**config.mk**
```make
export PLATFORM = sky130hd
export DESIGN_NAME = crc_console
export DESIGN_NICKNAME = d
export VERILOG_FILES = /design/src/pkg/crc_pkg.sv /design/src/logic/crc_console.sv
export SDC_FILE = /design/constraint.sdc
export NUM_CORES = 1
export LEC_CHECK = 0
export ABC_AREA = 1
export BUFFER_PORTS_ARGS = -buffer_cell sky130_fd_sc_hd__buf_2
export CAP_MARGIN = 20
export CORE_MARGIN = 3
export CORE_UTILIZATION = 50
export CTS_CLUSTER_DIAMETER = 30
export DETAILED_ROUTE_END_ITERATION = 10
export PLACE_DENSITY = 0.74
export SLEW_MARGIN = 15
export SYNTH_ARGS = -nofsm -noshare
export SYNTH_HDL_FRONTEND = slang
export SYNTH_SLANG_ARGS = --single-unit
```
**constraint.sdc**
```tcl
create_clock -name pclk -period 4.6 [get_ports pclk]
set_input_delay 0.46 -clock pclk [delete_from_list [all_inputs] [get_ports pclk]]
set_output_delay 0.46 -clock pclk [all_outputs]
set_load 0.01 [all_outputs]
```
**src/pkg/crc_pkg.sv**
```systemverilog
// Constants, carriers and register map for the console run-control block.
// What this block does
// - Locking buttons toggle on each press; the lamp shows the latched state.
// - Operator interrupt press raises a request and sets a toggle program clears.
// - Nine latching breakpoint switches, each readable by program.
// - With tag latched, halt after any tagged instruction; tag readable.
// - Start works only in halt; its lamp stays on until halt returns.
// - Advance latched runs about one instruction per second, in run state only.
// - Step in halt fetches, executes, advances address, halts; lamp while held.
// - Halt stops after current instruction; transfers finish; lamp while halted.
// - Store in halt writes operand word at operand address, then adds one.
// - Execute in halt runs the instruction register as if fetched.
// - Two entry selects are exclusive, stay lit, entry works only in halt.
// - Entry fills eight characters; a ninth discards the eight held.
// - Clear in halt zeroes accumulator and operand word; running, it halts.
// - Load cards in halt boots from card trunk at twenty, then runs.
// - Load tape in halt boots from tape trunk at twenty, then runs.
// - Both load buttons ignored while computer or interface error present.
// - Eight ignore toggles, by button or program, block only the interrupt.
// - Inhibit printout latched makes print a no-operation; lamp shows it.
// - Error mode button toggles; manual halts on error, auto interrupts.
// - Instruction error while master ignore is set always halts.
// - Error clear resets all detail error toggles; lamp while held.
`default_nettype none
package crc_pkg;
   localparam int unsigned CLK_PERIOD_NS = 100;
   localparam int unsigned ADV_PERIOD_MS = 1000;
   localparam int unsigned ADV_CYCLES = ADV_PERIOD_MS * 1000000 / CLK_PERIOD_NS;
   localparam int N_BRK = 9;
   localparam int N_ERR = 8;
   localparam int REG_CHARS = 8;
   localparam int CHAR_W = 6;
   localparam int WORD_W = REG_CHARS * CHAR_W;
   localparam int ADDR_W = 16;
   localparam logic [ADDR_W-1:0] BOOT_ADDR = 16'h0014;
   localparam logic [2:0] CARD_TRUNK = 3'h2;
   localparam logic [2:0] TAPE_TRUNK = 3'h0;
   localparam logic [11:0] OFS_CTRL = 12'h000;
   localparam logic [11:0] OFS_STAT = 12'h004;
   localparam logic [11:0] OFS_ERR = 12'h008;
   localparam logic [11:0] OFS_OADR = 12'h00C;
   localparam int CTRL_AUTO = 8;
   localparam int CTRL_MIGN = 9;
   localparam int STAT_TAG = 9;
   localparam int STAT_ADV = 10;
   localparam int STAT_INH = 11;
   localparam int STAT_HALT = 12;
   localparam int STAT_SEL_IR = 13;
   localparam int STAT_SEL_R = 14;
   localparam int ERR_OPINT = 8;
   localparam logic [9:0] CTRL_RESET = 10'h000;
   typedef enum {ST_HALT, ST_RUN, ST_STEP, ST_EXEC, ST_DRAIN, ST_BOOT} crc_state_t;
   typedef struct packed {
      logic opint;
      logic start;
      logic step;
      logic halt;
      logic store;
      logic exec;
      logic ent_ir;
      logic ent_r;
      logic clear;
      logic ld_card;
      logic ld_tape;
      logic err_mode;
      logic err_clear;
      logic [N_ERR-1:0] ign;
   } crc_mom_t;
   typedef struct packed {
      logic [N_BRK-1:0] brk;
      logic tag;
      logic adv;
      logic inh;
   } crc_lock_t;
endpackage : crc_pkg
`default_nettype wire

```
**src/logic/crc_console.sv**
```systemverilog
// Console run-control logic with APB access to its toggles and status.
`default_nettype none
module crc_console
   import crc_pkg::*;
#(
   parameter int unsigned ADV_CNT = ADV_CYCLES
) (
   input wire logic pclk,
   input wire logic presetn,
   input wire logic ce,
   input wire logic psel,
   input wire logic penable,
   input wire logic pwrite,
   input wire logic [11:0] paddr,
   input wire logic [31:0] pwdata,
   output logic [31:0] prdata,
   output logic pready,
   output logic pslverr,
   input wire crc_mom_t mom_pin,
   input wire crc_lock_t lock_pin,
   input wire logic tw_strobe_pin,
   input wire logic [CHAR_W-1:0] tw_char_pin,
   input wire logic cpu_done,
   input wire logic cpu_tagged,
   input wire logic cpu_xfer_busy,
   input wire logic cpu_instr_err,
   input wire logic [N_ERR-1:0] cpu_err_evt,
   input wire logic cpu_err_lvl,
   input wire logic uri_err_lvl,
   input wire logic boot_done,
   output logic cpu_fetch,
   output logic cpu_exec_ir,
   output logic cpu_abort,
   output logic clr_acc,
   output logic iar_load,
   output logic [ADDR_W-1:0] iar_val,
   output logic boot_start,
   output logic [2:0] device_select_field,
   output logic mem_we,
   output logic [ADDR_W-1:0] mem_addr,
   output logic [WORD_W-1:0] mem_wdata,
   output logic [WORD_W-1:0] ir_word,
   output logic [WORD_W-1:0] r_word,
   output logic opint_req,
   output logic [N_ERR-1:0] err_irq,
   output logic print_nop,
   output logic kb_unlock,
   output crc_lock_t lock_lamp,
   output logic halt_lamp,
   output logic start_lamp,
   output logic step_lamp,
   output logic store_lamp,
   output logic clear_lamp,
   output logic card_lamp,
   output logic tape_lamp,
   output logic errclr_lamp,
   output logic sel_ir_lamp,
   output logic sel_r_lamp,
   output logic auto_lamp,
   output logic [N_ERR-1:0] ign_lamp
);
   // =========================================================
   // Pin synchronisers and press detection
   // =========================================================
   localparam int MW = $bits(crc_mom_t);
   localparam int LW = $bits(crc_lock_t);
   localparam int TW = MW + LW + 1 + CHAR_W;
   logic [TW-1:0] sy1_q;
   logic [TW-1:0] sy2_q;
   logic [MW+LW:0] old_q;
   crc_mom_t mom_lvl;
   crc_mom_t mp;
   crc_lock_t lock_lvl;
   crc_lock_t lock_prs;
   crc_lock_t lock_q;
   logic tw_lvl;
   logic tw_prs;
   logic [CHAR_W-1:0] tw_chr;

   // Two flops per pin; the first stage feeds only the second.
   always_ff @(posedge pclk or negedge presetn) begin
      if (!presetn) begin
         sy1_q <= '0;
         sy2_q <= '0;
         old_q <= '0;
      end else if (ce) begin
         sy1_q <= {mom_pin, lock_pin, tw_strobe_pin, tw_char_pin};
         sy2_q <= sy1_q;
         old_q <= sy2_q[TW-1:CHAR_W];
      end
   end

   // Rising edges of the synchronised levels become one-cycle pulses.
   // single press pulse
   assign mom_lvl = crc_mom_t'(sy2_q[TW-1 -: MW]);
   assign lock_lvl = crc_lock_t'(sy2_q[CHAR_W+LW : CHAR_W+1]);
   assign tw_lvl = sy2_q[CHAR_W];
   assign tw_chr = sy2_q[CHAR_W-1:0];
   assign mp = crc_mom_t'(mom_lvl & ~old_q[MW+LW -: MW] & {MW{ce}});
   assign lock_prs = crc_lock_t'(lock_lvl & ~old_q[LW:1] & {LW{ce}});
   assign tw_prs = tw_lvl & ~old_q[0] & ce;

   always_ff @(posedge pclk or negedge presetn) begin
      if (!presetn) begin
         lock_q <= '0;
      end else begin
         lock_q <= lock_q ^ lock_prs;
      end
   end

   // =========================================================
   // APB decode
   // =========================================================
   logic wr;
   logic rd_setup;
   logic mapped;
   logic [9:0] ctrl_q;
   logic [N_ERR-1:0] derr_q;
   logic opint_q;
   logic [ADDR_W-1:0] oar_q;
   crc_state_t st_q;
   logic sel_ir_q;
   logic sel_r_q;

   assign mapped = paddr == OFS_CTRL || paddr == OFS_STAT || paddr == OFS_ERR
                   || paddr == OFS_OADR;
   assign pready = 1'b1;
   assign pslverr = psel & penable & ~mapped;
   assign wr = psel & penable & pwrite & mapped & ce;
   assign rd_setup = psel & ~penable & ~pwrite & ce;

   // Read data is captured in the setup cycle and shown in the access cycle.
   always_ff @(posedge pclk or negedge presetn) begin
      if (!presetn) begin
         prdata <= '0;
      end else if (rd_setup) begin
         case (paddr)
            OFS_CTRL: prdata <= {22'h000000, ctrl_q};
            OFS_STAT: prdata <= {17'h00000, sel_r_q, sel_ir_q, st_q == ST_HALT, lock_q.inh,
                                 lock_q.adv, lock_q.tag, lock_q.brk};
            OFS_ERR: prdata <= {23'h000000, opint_q, derr_q};
            OFS_OADR: prdata <= {16'h0000, oar_q};
            default: prdata <= '0;
         endcase
      end
   end

   // =========================================================
   // Error mode and ignore toggles
   // =========================================================
   // ignore toggles
   always_ff @(posedge pclk or negedge presetn) begin
      if (!presetn) begin
         ctrl_q <= CTRL_RESET;
      end else begin
         ctrl_q <= ((wr && paddr == OFS_CTRL) ? pwdata[9:0] : ctrl_q)
                   ^ {1'b0, mp.err_mode, mp.ign};
      end
   end

   // Detail error toggles; a new error wins over the clear.
   // clear all details
   always_ff @(posedge pclk or negedge presetn) begin
      if (!presetn) begin
         derr_q <= '0;
      end else if (ce) begin
         derr_q <= (mp.err_clear ? '0 : derr_q) | cpu_err_evt;
      end
   end

   // Operator interrupt detail toggle, cleared by writing one.
   // operator interrupt
   always_ff @(posedge pclk or negedge presetn) begin
      if (!presetn) begin
         opint_q <= 1'b0;
      end else begin
         opint_q <= (opint_q & ~(wr && paddr == OFS_ERR && pwdata[ERR_OPINT])) | mp.opint;
      end
   end

   assign err_irq = ctrl_q[CTRL_AUTO] ? derr_q & ~ctrl_q[N_ERR-1:0] : '0;
   assign opint_req = opint_q;

   // =========================================================
   // Run/halt sequencer
   // =========================================================
   logic halted;
   logic busy_q;
   logic stop_q;
   logic [23:0] adv_q;
   logic adv_ok;
   logic boot_ok;
   logic err_halt;

   assign halted = st_q == ST_HALT;
   assign adv_ok = ~lock_q.adv || adv_q == '0;
   assign boot_ok = ~cpu_err_lvl & ~uri_err_lvl;
   assign err_halt = (~ctrl_q[CTRL_AUTO] & |cpu_err_evt)
                     | (cpu_instr_err & ctrl_q[CTRL_MIGN]);

   // Pacing counter for advance mode, reloaded at each completion.
   // one per second
   always_ff @(posedge pclk or negedge presetn) begin
      if (!presetn) begin
         adv_q <= '0;
      end else if (ce) begin
         if (cpu_done) begin
            adv_q <= 24'(ADV_CNT - 1);
         end else if (adv_q != '0) begin
            adv_q <= adv_q - 24'h000001;
         end
      end
   end

   // Stop request, taken at the end of the current instruction.
   // halt after instruction
   always_ff @(posedge pclk or negedge presetn) begin
      if (!presetn) begin
         stop_q <= 1'b0;
      end else if (ce) begin
         if (halted) begin
            stop_q <= 1'b0;
         end else if (mp.halt || err_halt) begin
            stop_q <= 1'b1;
         end
      end
   end

   // Main sequencer with the pulses it issues toward the processor.
   always_ff @(posedge pclk or negedge presetn) begin
      if (!presetn) begin
         st_q <= ST_HALT;
         busy_q <= 1'b0;
         cpu_fetch <= 1'b0;
         cpu_exec_ir <= 1'b0;
         cpu_abort <= 1'b0;
         iar_load <= 1'b0;
         boot_start <= 1'b0;
         device_select_field <= '0;
      end else if (ce) begin
         cpu_fetch <= 1'b0;
         cpu_exec_ir <= 1'b0;
         cpu_abort <= 1'b0;
         iar_load <= 1'b0;
         boot_start <= 1'b0;
         case (st_q)
            ST_HALT: begin
               if (mp.start) begin
                  st_q <= ST_RUN;
               end else if (mp.step) begin
                  st_q <= ST_STEP;
                  cpu_fetch <= 1'b1;
               end else if (mp.exec) begin
                  st_q <= ST_EXEC;
                  cpu_exec_ir <= 1'b1;
               end else if (mp.ld_card && boot_ok) begin
                  st_q <= ST_BOOT;
                  boot_start <= 1'b1;
                  device_select_field <= CARD_TRUNK;
               end else if (mp.ld_tape && boot_ok) begin
                  st_q <= ST_BOOT;
                  boot_start <= 1'b1;
                  device_select_field <= TAPE_TRUNK;
               end
            end
            ST_RUN: begin
               if (mp.clear) begin
                  st_q <= ST_HALT;
                  busy_q <= 1'b0;
                  cpu_abort <= 1'b1;
               end else if (cpu_done) begin
                  busy_q <= 1'b0;
                  if (stop_q || err_halt || mp.halt || (cpu_tagged && lock_q.tag)) begin
                     st_q <= ST_DRAIN;
                  end
               end else if (!busy_q && adv_ok) begin
                  busy_q <= 1'b1;
                  cpu_fetch <= 1'b1;
               end
            end
            ST_STEP, ST_EXEC: begin
               if (mp.clear) begin
                  st_q <= ST_HALT;
                  cpu_abort <= 1'b1;
               end else if (cpu_done) begin
                  st_q <= ST_DRAIN;
               end
            end
            ST_DRAIN: begin
               if (!cpu_xfer_busy) begin
                  st_q <= ST_HALT;
               end
            end
            ST_BOOT: begin
               if (mp.clear) begin
                  st_q <= ST_HALT;
                  cpu_abort <= 1'b1;
               end else if (boot_done) begin
                  st_q <= ST_RUN;
                  iar_load <= 1'b1;
               end
            end
            default: st_q <= ST_HALT;
         endcase
      end
   end

   assign iar_val = BOOT_ADDR;

   // =========================================================
   // Store, clear and typewriter entry
   // =========================================================
   logic [3:0] cnt_q;
   logic [WORD_W-1:0] ir_q;
   logic [WORD_W-1:0] r_q;
   logic ent_ok;

   always_ff @(posedge pclk or negedge presetn) begin
      if (!presetn) begin
         oar_q <= '0;
         mem_we <= 1'b0;
         mem_addr <= '0;
         mem_wdata <= '0;
      end else if (ce) begin
         mem_we <= 1'b0;
         if (halted && mp.store) begin
            mem_we <= 1'b1;
            mem_addr <= oar_q;
            mem_wdata <= r_q;
            oar_q <= oar_q + 16'h0001;
         end else if (wr && paddr == OFS_OADR) begin
            oar_q <= pwdata[ADDR_W-1:0];
         end
      end
   end

   always_ff @(posedge pclk or negedge presetn) begin
      if (!presetn) begin
         sel_ir_q <= 1'b0;
         sel_r_q <= 1'b0;
      end else if (mp.ent_ir) begin
         sel_ir_q <= 1'b1;
         sel_r_q <= 1'b0;
      end else if (mp.ent_r) begin
         sel_ir_q <= 1'b0;
         sel_r_q <= 1'b1;
      end
   end

   assign ent_ok = halted & tw_prs;

   // Character shift registers; a ninth character restarts the word.
   // ninth discards eight
   always_ff @(posedge pclk or negedge presetn) begin
      if (!presetn) begin
         cnt_q <= '0;
         ir_q <= '0;
         r_q <= '0;
         clr_acc <= 1'b0;
      end else if (ce) begin
         clr_acc <= 1'b0;
         if (mp.ent_ir || mp.ent_r) begin
            cnt_q <= '0;
         end else if (halted && mp.clear) begin
            r_q <= '0;
            clr_acc <= 1'b1;
         end else if (ent_ok && (sel_ir_q || sel_r_q)) begin
            cnt_q <= (cnt_q == 4'(REG_CHARS)) ? 4'h1 : cnt_q + 4'h1;
            if (sel_ir_q) begin
               ir_q <= (cnt_q == 4'(REG_CHARS)) ? WORD_W'(tw_chr) : {ir_q[WORD_W-CHAR_W-1:0], tw_chr};
            end else begin
               r_q <= (cnt_q == 4'(REG_CHARS)) ? WORD_W'(tw_chr) : {r_q[WORD_W-CHAR_W-1:0], tw_chr};
            end
         end
      end
   end

   // =========================================================
   // Lamps and level outputs
   // =========================================================
   assign ir_word = ir_q;
   assign r_word = r_q;
   assign print_nop = lock_q.inh;
   assign kb_unlock = halted & (sel_ir_q | sel_r_q);
   assign lock_lamp = lock_q;
   assign halt_lamp = halted;
   assign start_lamp = ~halted;
   assign step_lamp = mom_lvl.step;
   assign store_lamp = mom_lvl.store;
   assign clear_lamp = mom_lvl.clear;
   assign card_lamp = mom_lvl.ld_card;
   assign tape_lamp = st_q == ST_BOOT && device_select_field == TAPE_TRUNK;
   assign errclr_lamp = mom_lvl.err_clear;
   assign sel_ir_lamp = sel_ir_q;
   assign sel_r_lamp = sel_r_q;
   assign auto_lamp = ctrl_q[CTRL_AUTO];
   assign ign_lamp = ctrl_q[N_ERR-1:0];

   // =========================================================
   // Assertions
   // =========================================================
   property p_boot_block;
      @(posedge pclk) disable iff (!presetn)
      (mp.ld_card | mp.ld_tape) && !boot_ok |=> !boot_start;
   endproperty
   a_boot_block: assert property (p_boot_block) else $error("boot taken under error");

   property p_store;
      @(posedge pclk) disable iff (!presetn)
      halted && mp.store |=> mem_we && oar_q == mem_addr + 16'h0001 && mem_wdata == $past(r_q);
   endproperty
   a_store: assert property (p_store) else $error("store did not count up");

   property p_start;
      @(posedge pclk) disable iff (!presetn)
      mp.start && !halted && st_q != ST_DRAIN |=> $stable(start_lamp) || halt_lamp;
   endproperty
   a_start: assert property (p_start) else $error("start acted while running");

   property p_clear_run;
      @(posedge pclk) disable iff (!presetn)
      mp.clear && st_q == ST_RUN |=> halted && cpu_abort && $stable(r_q);
   endproperty
   a_clear_run: assert property (p_clear_run) else $error("clear while running wrong");

   property p_opint;
      @(posedge pclk) disable iff (!presetn)
      mp.opint |=> opint_req;
   endproperty
   a_opint: assert property (p_opint) else $error("operator request lost");

   property p_ninth;
      @(posedge pclk) disable iff (!presetn)
      ce && ent_ok && sel_r_q && cnt_q == 4'h8 && !mp.ent_ir && !mp.ent_r && !mp.clear
      |=> r_q == WORD_W'($past(tw_chr)) && cnt_q == 4'h1;
   endproperty
   a_ninth: assert property (p_ninth) else $error("ninth character kept old word");

   property p_adv;
      @(posedge pclk) disable iff (!presetn)
      cpu_fetch && st_q == ST_RUN && lock_q.adv |-> $past(adv_q) == '0;
   endproperty
   a_adv: assert property (p_adv) else $error("advance paced wrongly");

   property p_tag;
      @(posedge pclk) disable iff (!presetn)
      ce && st_q == ST_RUN && cpu_done && cpu_tagged && lock_q.tag && !mp.clear
      |=> st_q == ST_DRAIN;
   endproperty
   a_tag: assert property (p_tag) else $error("tagged instruction did not halt");

   property p_errclr;
      @(posedge pclk) disable iff (!presetn)
      mp.err_clear && cpu_err_evt == '0 |=> derr_q == '0;
   endproperty
   a_errclr: assert property (p_errclr) else $error("error clear missed");

   property p_sel;
      @(posedge pclk) disable iff (!presetn)
      !(sel_ir_q && sel_r_q);
   endproperty
   a_sel: assert property (p_sel) else $error("both entry selects lit");

endmodule : crc_console
`default_nettype wire

```
==> flow_summary_export.csv <==
group,metric,value,unit
critical_path,r2r.worst_path.cells,10,
critical_path,critical_path.most_common_cell,"sky130_fd_sc_hd__nand2_1",
cts,worstSkewPairLatency,0.60,ns
sta,timing.slew.headroom,0.3164,
sta,setup_violations,0,
sta,holdWs,0.08561,ns
min_path,min_from,"tw_char_pin[3]",
cts,cts-htree-levels,3,
power,clock_power_share,0.476,
sta,rsz0062_at_grt,"no",
die,row_count,66,
min_path,hold_path_class,"in2reg",
detailed_routing,number_of_detailed_routing_iterations_run_before_antenna_repair,6,
finish,syn_to_final_growth,26.93,%
synthesis,synth_enable_flop_cells,0,
flow_run,drv_cap,0,
sta,max_clock_freq,375.4,MHz
synthesis,synth_area_leaders,"sky130_fd_sc_hd__dfrtp_1 56%, sky130_fd_sc_hd__nand2_1 19%, sky130_fd_sc_hd__nand3_1 5.8%",
grt,number_of_antenna_violations_at_the_first_check_in_global_routing,2,
critical_path,critPathMaxStageDelay,0.67,ns
grt,wire_length_of_the_first_global_routing_pass,76120,um
critical_path,worstPathArrival,3.18,ns
critical_path,cp.required,5.11,ns
die,design.core.area,32950,sq um
detailed_routing,antenna_left,0,
grt,groute.usage.overall,0.2612,
sta,finalWorstPathRequiredPeriod,2.664,ns
critical_path,worstPathMaxFanout,54,
sta,worstMarginPinSlew,1.023,ns
placement,place_congestion,0.9318,
synthesis,yosysSeqAreaShare,0.5606,
synthesis,yosys.cell_types.count,36,
cts,cts_setup_buffers,0,
die,die_width,190.2,um
synthesis,postSynthCellCount,2076,
synthesis,synth_top_cell_by_area,"sky130_fd_sc_hd__dfrtp_1",
placement,placement.cell_area,18640,sq um
detailed_routing,routed_wl,47560,um
power,intPower,8.790,mW
synthesis,synth.yosys.warnings,0,
synthesis,ys.flop_type,"sky130_fd_sc_hd__dfrtp_1",
power,netSwitchingFraction,0.3049,
cts,cts_tree,"yes",
die,die_height,190.2,um
finish,post_route_cells_drive_above_1_share,0.2042,
synthesis,post_synth_instance_area,16960,sq um
die,start_util,0.5148,
cts,cts-root-to-sink-buffers,3,
critical_path,worst_r2r_endpoint,"ir_word[33]",
placement,placement.io_buffers,315,
power,power-per-cell-area,587.4,nW/um^2
synthesis,synthDominantCellAreaShare,0.5606,
power,comb_power_share,0.165,
sta,maxSlewViolCount,0,
die,die_area,36170,sq um
critical_path,kind_of_start_point_of_the_critical_path,"flop",
cts,clock_buffers_created_by_tritoncts,80,
grt,gr-total-overflow,0,
die,floorplan.io_pins,367,
finish,finish.instance_area,21530,sq um
critical_path,endpoint_kind,"flop",
power,reg_power_frac,0.359,
critical_path,critical-path-slowest-cell,"sky130_fd_sc_hd__inv_2",
grt,first_global_vias,14750,
detailed_routing,vias_per_cell,5.244,
detailed_routing,post_drt_wl_per_cell,16.42,um
grt,grt_max_degree,117,
placement,detailed_place_hpwl,32010,um
status,outcome,"finished clean",
synthesis,synthesized_flop_and_latch_total,380,
synthesis,syn_avg_cell_area,8.170,sq um
sta,timing.final.crit_share,0.5791,
cts,clk_transition_reported_paths,0.04,ns
synthesis,ys_async_sr_fraction,1.000,
sta,timing.setup.tns,0,ns
cts,cts_sinks,380,
critical_path,cp-endpoint,"ir_word[33]",
power,power.static_leakage,11.86,nW
sta,final.setup_skew,0.03254,ns
critical_path,reg2reg_from,"st_q[0]",
synthesis,yosys.cell_count.top_type,"sky130_fd_sc_hd__nand2_1",
cts,cts-root-buf,"sky130_fd_sc_hd__clkbuf_16",
detailed_routing,drcViolationCount,0,
finish,num-nets-final,2502,
critical_path,crit_type,"reg2reg",
detailed_routing,drt_first_iter_violations,1223,
critical_path,setup.worst_path.start,"st_q[0]",
power,netSwitchingPower,3.855,mW
critical_path,cp_cell_sequence,"nor2_4 > nand2_4 > nor2_2 > inv_2 > nand2_1 > nor2_4 > buf_4 > inv_2 > nand2_1 > nand2_1",
detailed_routing,number_of_vias_in_the_routed_layout,15190,
synthesis,synth_common_cells,"840 x sky130_fd_sc_hd__nand2_1, 380 x sky130_fd_sc_hd__dfrtp_1, 195 x sky130_fd_sc_hd__nand3_1, 130 x sky130_fd_sc_hd__o21ai_0, 129 x sky130_fd_sc_hd__nor2_1",
sta,hold_viol_final,0,
critical_path,regToRegSetupSlack,1.94,ns
power,vdd_ir_drop_max,402.7,uV
==> layout make-up <==
cell class | count | area [sq um]
diodes | 2 | 5.005
clock buffers | 93 | 2152
clock inverters | 50 | 716.9
fillers | 2633 | 11420
inverters | 133 | 500.5
multi-input cells | 1461 | 6310
flip-flops and latches | 380 | 9509
well taps | 442 | 553.0
repair buffers | 336 | 1782
==> sequential cells by signal (all words and copies together) (netlist names), 3 cells and up <==
name       count
ir_word       48
mem_wdata     48
r_word        48
sy1_q         40
sy2_q         40
old_q         34
adv_q         24
mem_addr      16
oar_q         16
prdata        16
lock_lamp     11
ctrl_q        10
derr_q         8
cnt_q          4
st_q           3
==> kinds of logic (layout without fill, tap and decap cells) <==
family / count (synthesis) / count (layout) / share of synthesized area
adder cells (fa/ha/maj): 5 / 5 / 0.003688
other: 2 / 37 / 0.0004428
XOR/XNOR: 20 / 20 / 0.01033
AND/OR/NAND/NOR: 1219 / 1219 / 0.2938
AO/OA/AOI/OAI: 182 / 182 / 0.05584
flip-flops: 380 / 380 / 0.5606
buffers and inverters: 268 / 612 / 0.07524
==> worst max-delay path: cells and delay by family (launching register included) <==
kind | cells | cell delay (ns)
buffers and inverters | 3 | 1.06
and+or+nand+nor | 7 | 1.07
DFF | 1 | 0.43
==> layer usage <==
metal / GRT usage / vias up / part of all wire
met3: 0.05841 / 123 / 0.076
li1: - / 7159 / -
met4: 0.09794 / 0 / 0.031
met2: 0.4267 / 607 / 0.47
met1: 0.3439 / 7304 / 0.42
met5: 0 / - / 0
==> per-stage QoR <==
stage	worst slack (ns)	power, mW	utilization	std cells
final	1.936	12.64	0.6534	2897
after global routing	1.676	13.22	0.6532	2895
after CTS	1.963	12.72	0.6530	2894
after detailed placement	1.385	6.637	0.5656	2750
after global placement	1.467	6.551	0.5652	2749
after floorplan	2.819	5.693	-	2109
==> cell usage in the layout, fill, tap and decap left out, types with 3 or more instances in the layout <==
cell	Yosys	routed
sky130_fd_sc_hd__buf_2	36	313
sky130_fd_sc_hd__o21a_1	4	4
sky130_fd_sc_hd__clkinv_8	0	3
sky130_fd_sc_hd__clkinv_2	0	13
sky130_fd_sc_hd__inv_1	124	123
sky130_fd_sc_hd__conb_1	2	35
sky130_fd_sc_hd__buf_4	48	18
sky130_fd_sc_hd__clkinv_4	0	3
sky130_fd_sc_hd__dfrtp_1	380	380
sky130_fd_sc_hd__or2_2	4	4
sky130_fd_sc_hd__clkbuf_1	37	4
sky130_fd_sc_hd__inv_2	7	7
sky130_fd_sc_hd__o22ai_1	8	8
sky130_fd_sc_hd__xor2_1	18	18
sky130_fd_sc_hd__o21ai_1	23	23
sky130_fd_sc_hd__ha_1	5	5
sky130_fd_sc_hd__clkinvlp_4	0	14
sky130_fd_sc_hd__bufinv_16	0	14
sky130_fd_sc_hd__inv_6	0	3
sky130_fd_sc_hd__nor2_4	3	4
sky130_fd_sc_hd__nand4_1	19	19
sky130_fd_sc_hd__nand2_2	4	4
sky130_fd_sc_hd__nand3_1	195	195
sky130_fd_sc_hd__a21oi_1	12	12
sky130_fd_sc_hd__nor3_1	17	17
sky130_fd_sc_hd__nand2_1	840	840
sky130_fd_sc_hd__clkbuf_8	0	8
sky130_fd_sc_hd__nor2_1	129	127
sky130_fd_sc_hd__o21ai_0	130	130
sky130_fd_sc_hd__clkbuf_16	0	81
==> what timing repair did <==
action,4_1_cts,5_1_grt
resized for setup,0,0
hold endpoints to repair,36,0
hold buffers,1,0
==> power groups by stage <==
stage / clock (mW) / combinational, mW / sequential [mW]
6_report: 6.01 / 2.09 / 4.54
5_1_grt: 6.27 / 2.35 / 4.60
4_1_cts: 6.09 / 2.11 / 4.52
3_5_place_dp: 0 / 2.08 / 4.56
3_3_place_gp: 0 / 2.01 / 4.54
2_1_floorplan: 0 / 1.18 / 4.51
==> how the worst min path moves through the flow <==
stage,endpoint,cells after the start
global placement,mem_wdata[41],2
global route,sy1_q[3],3
finish,sy1_q[3],3
floorplan,adv_q[0],0
CTS,sy1_q[3],3
detailed placement,mem_wdata[16],2
No activity file was read; power rests on OpenSTA's default activity.
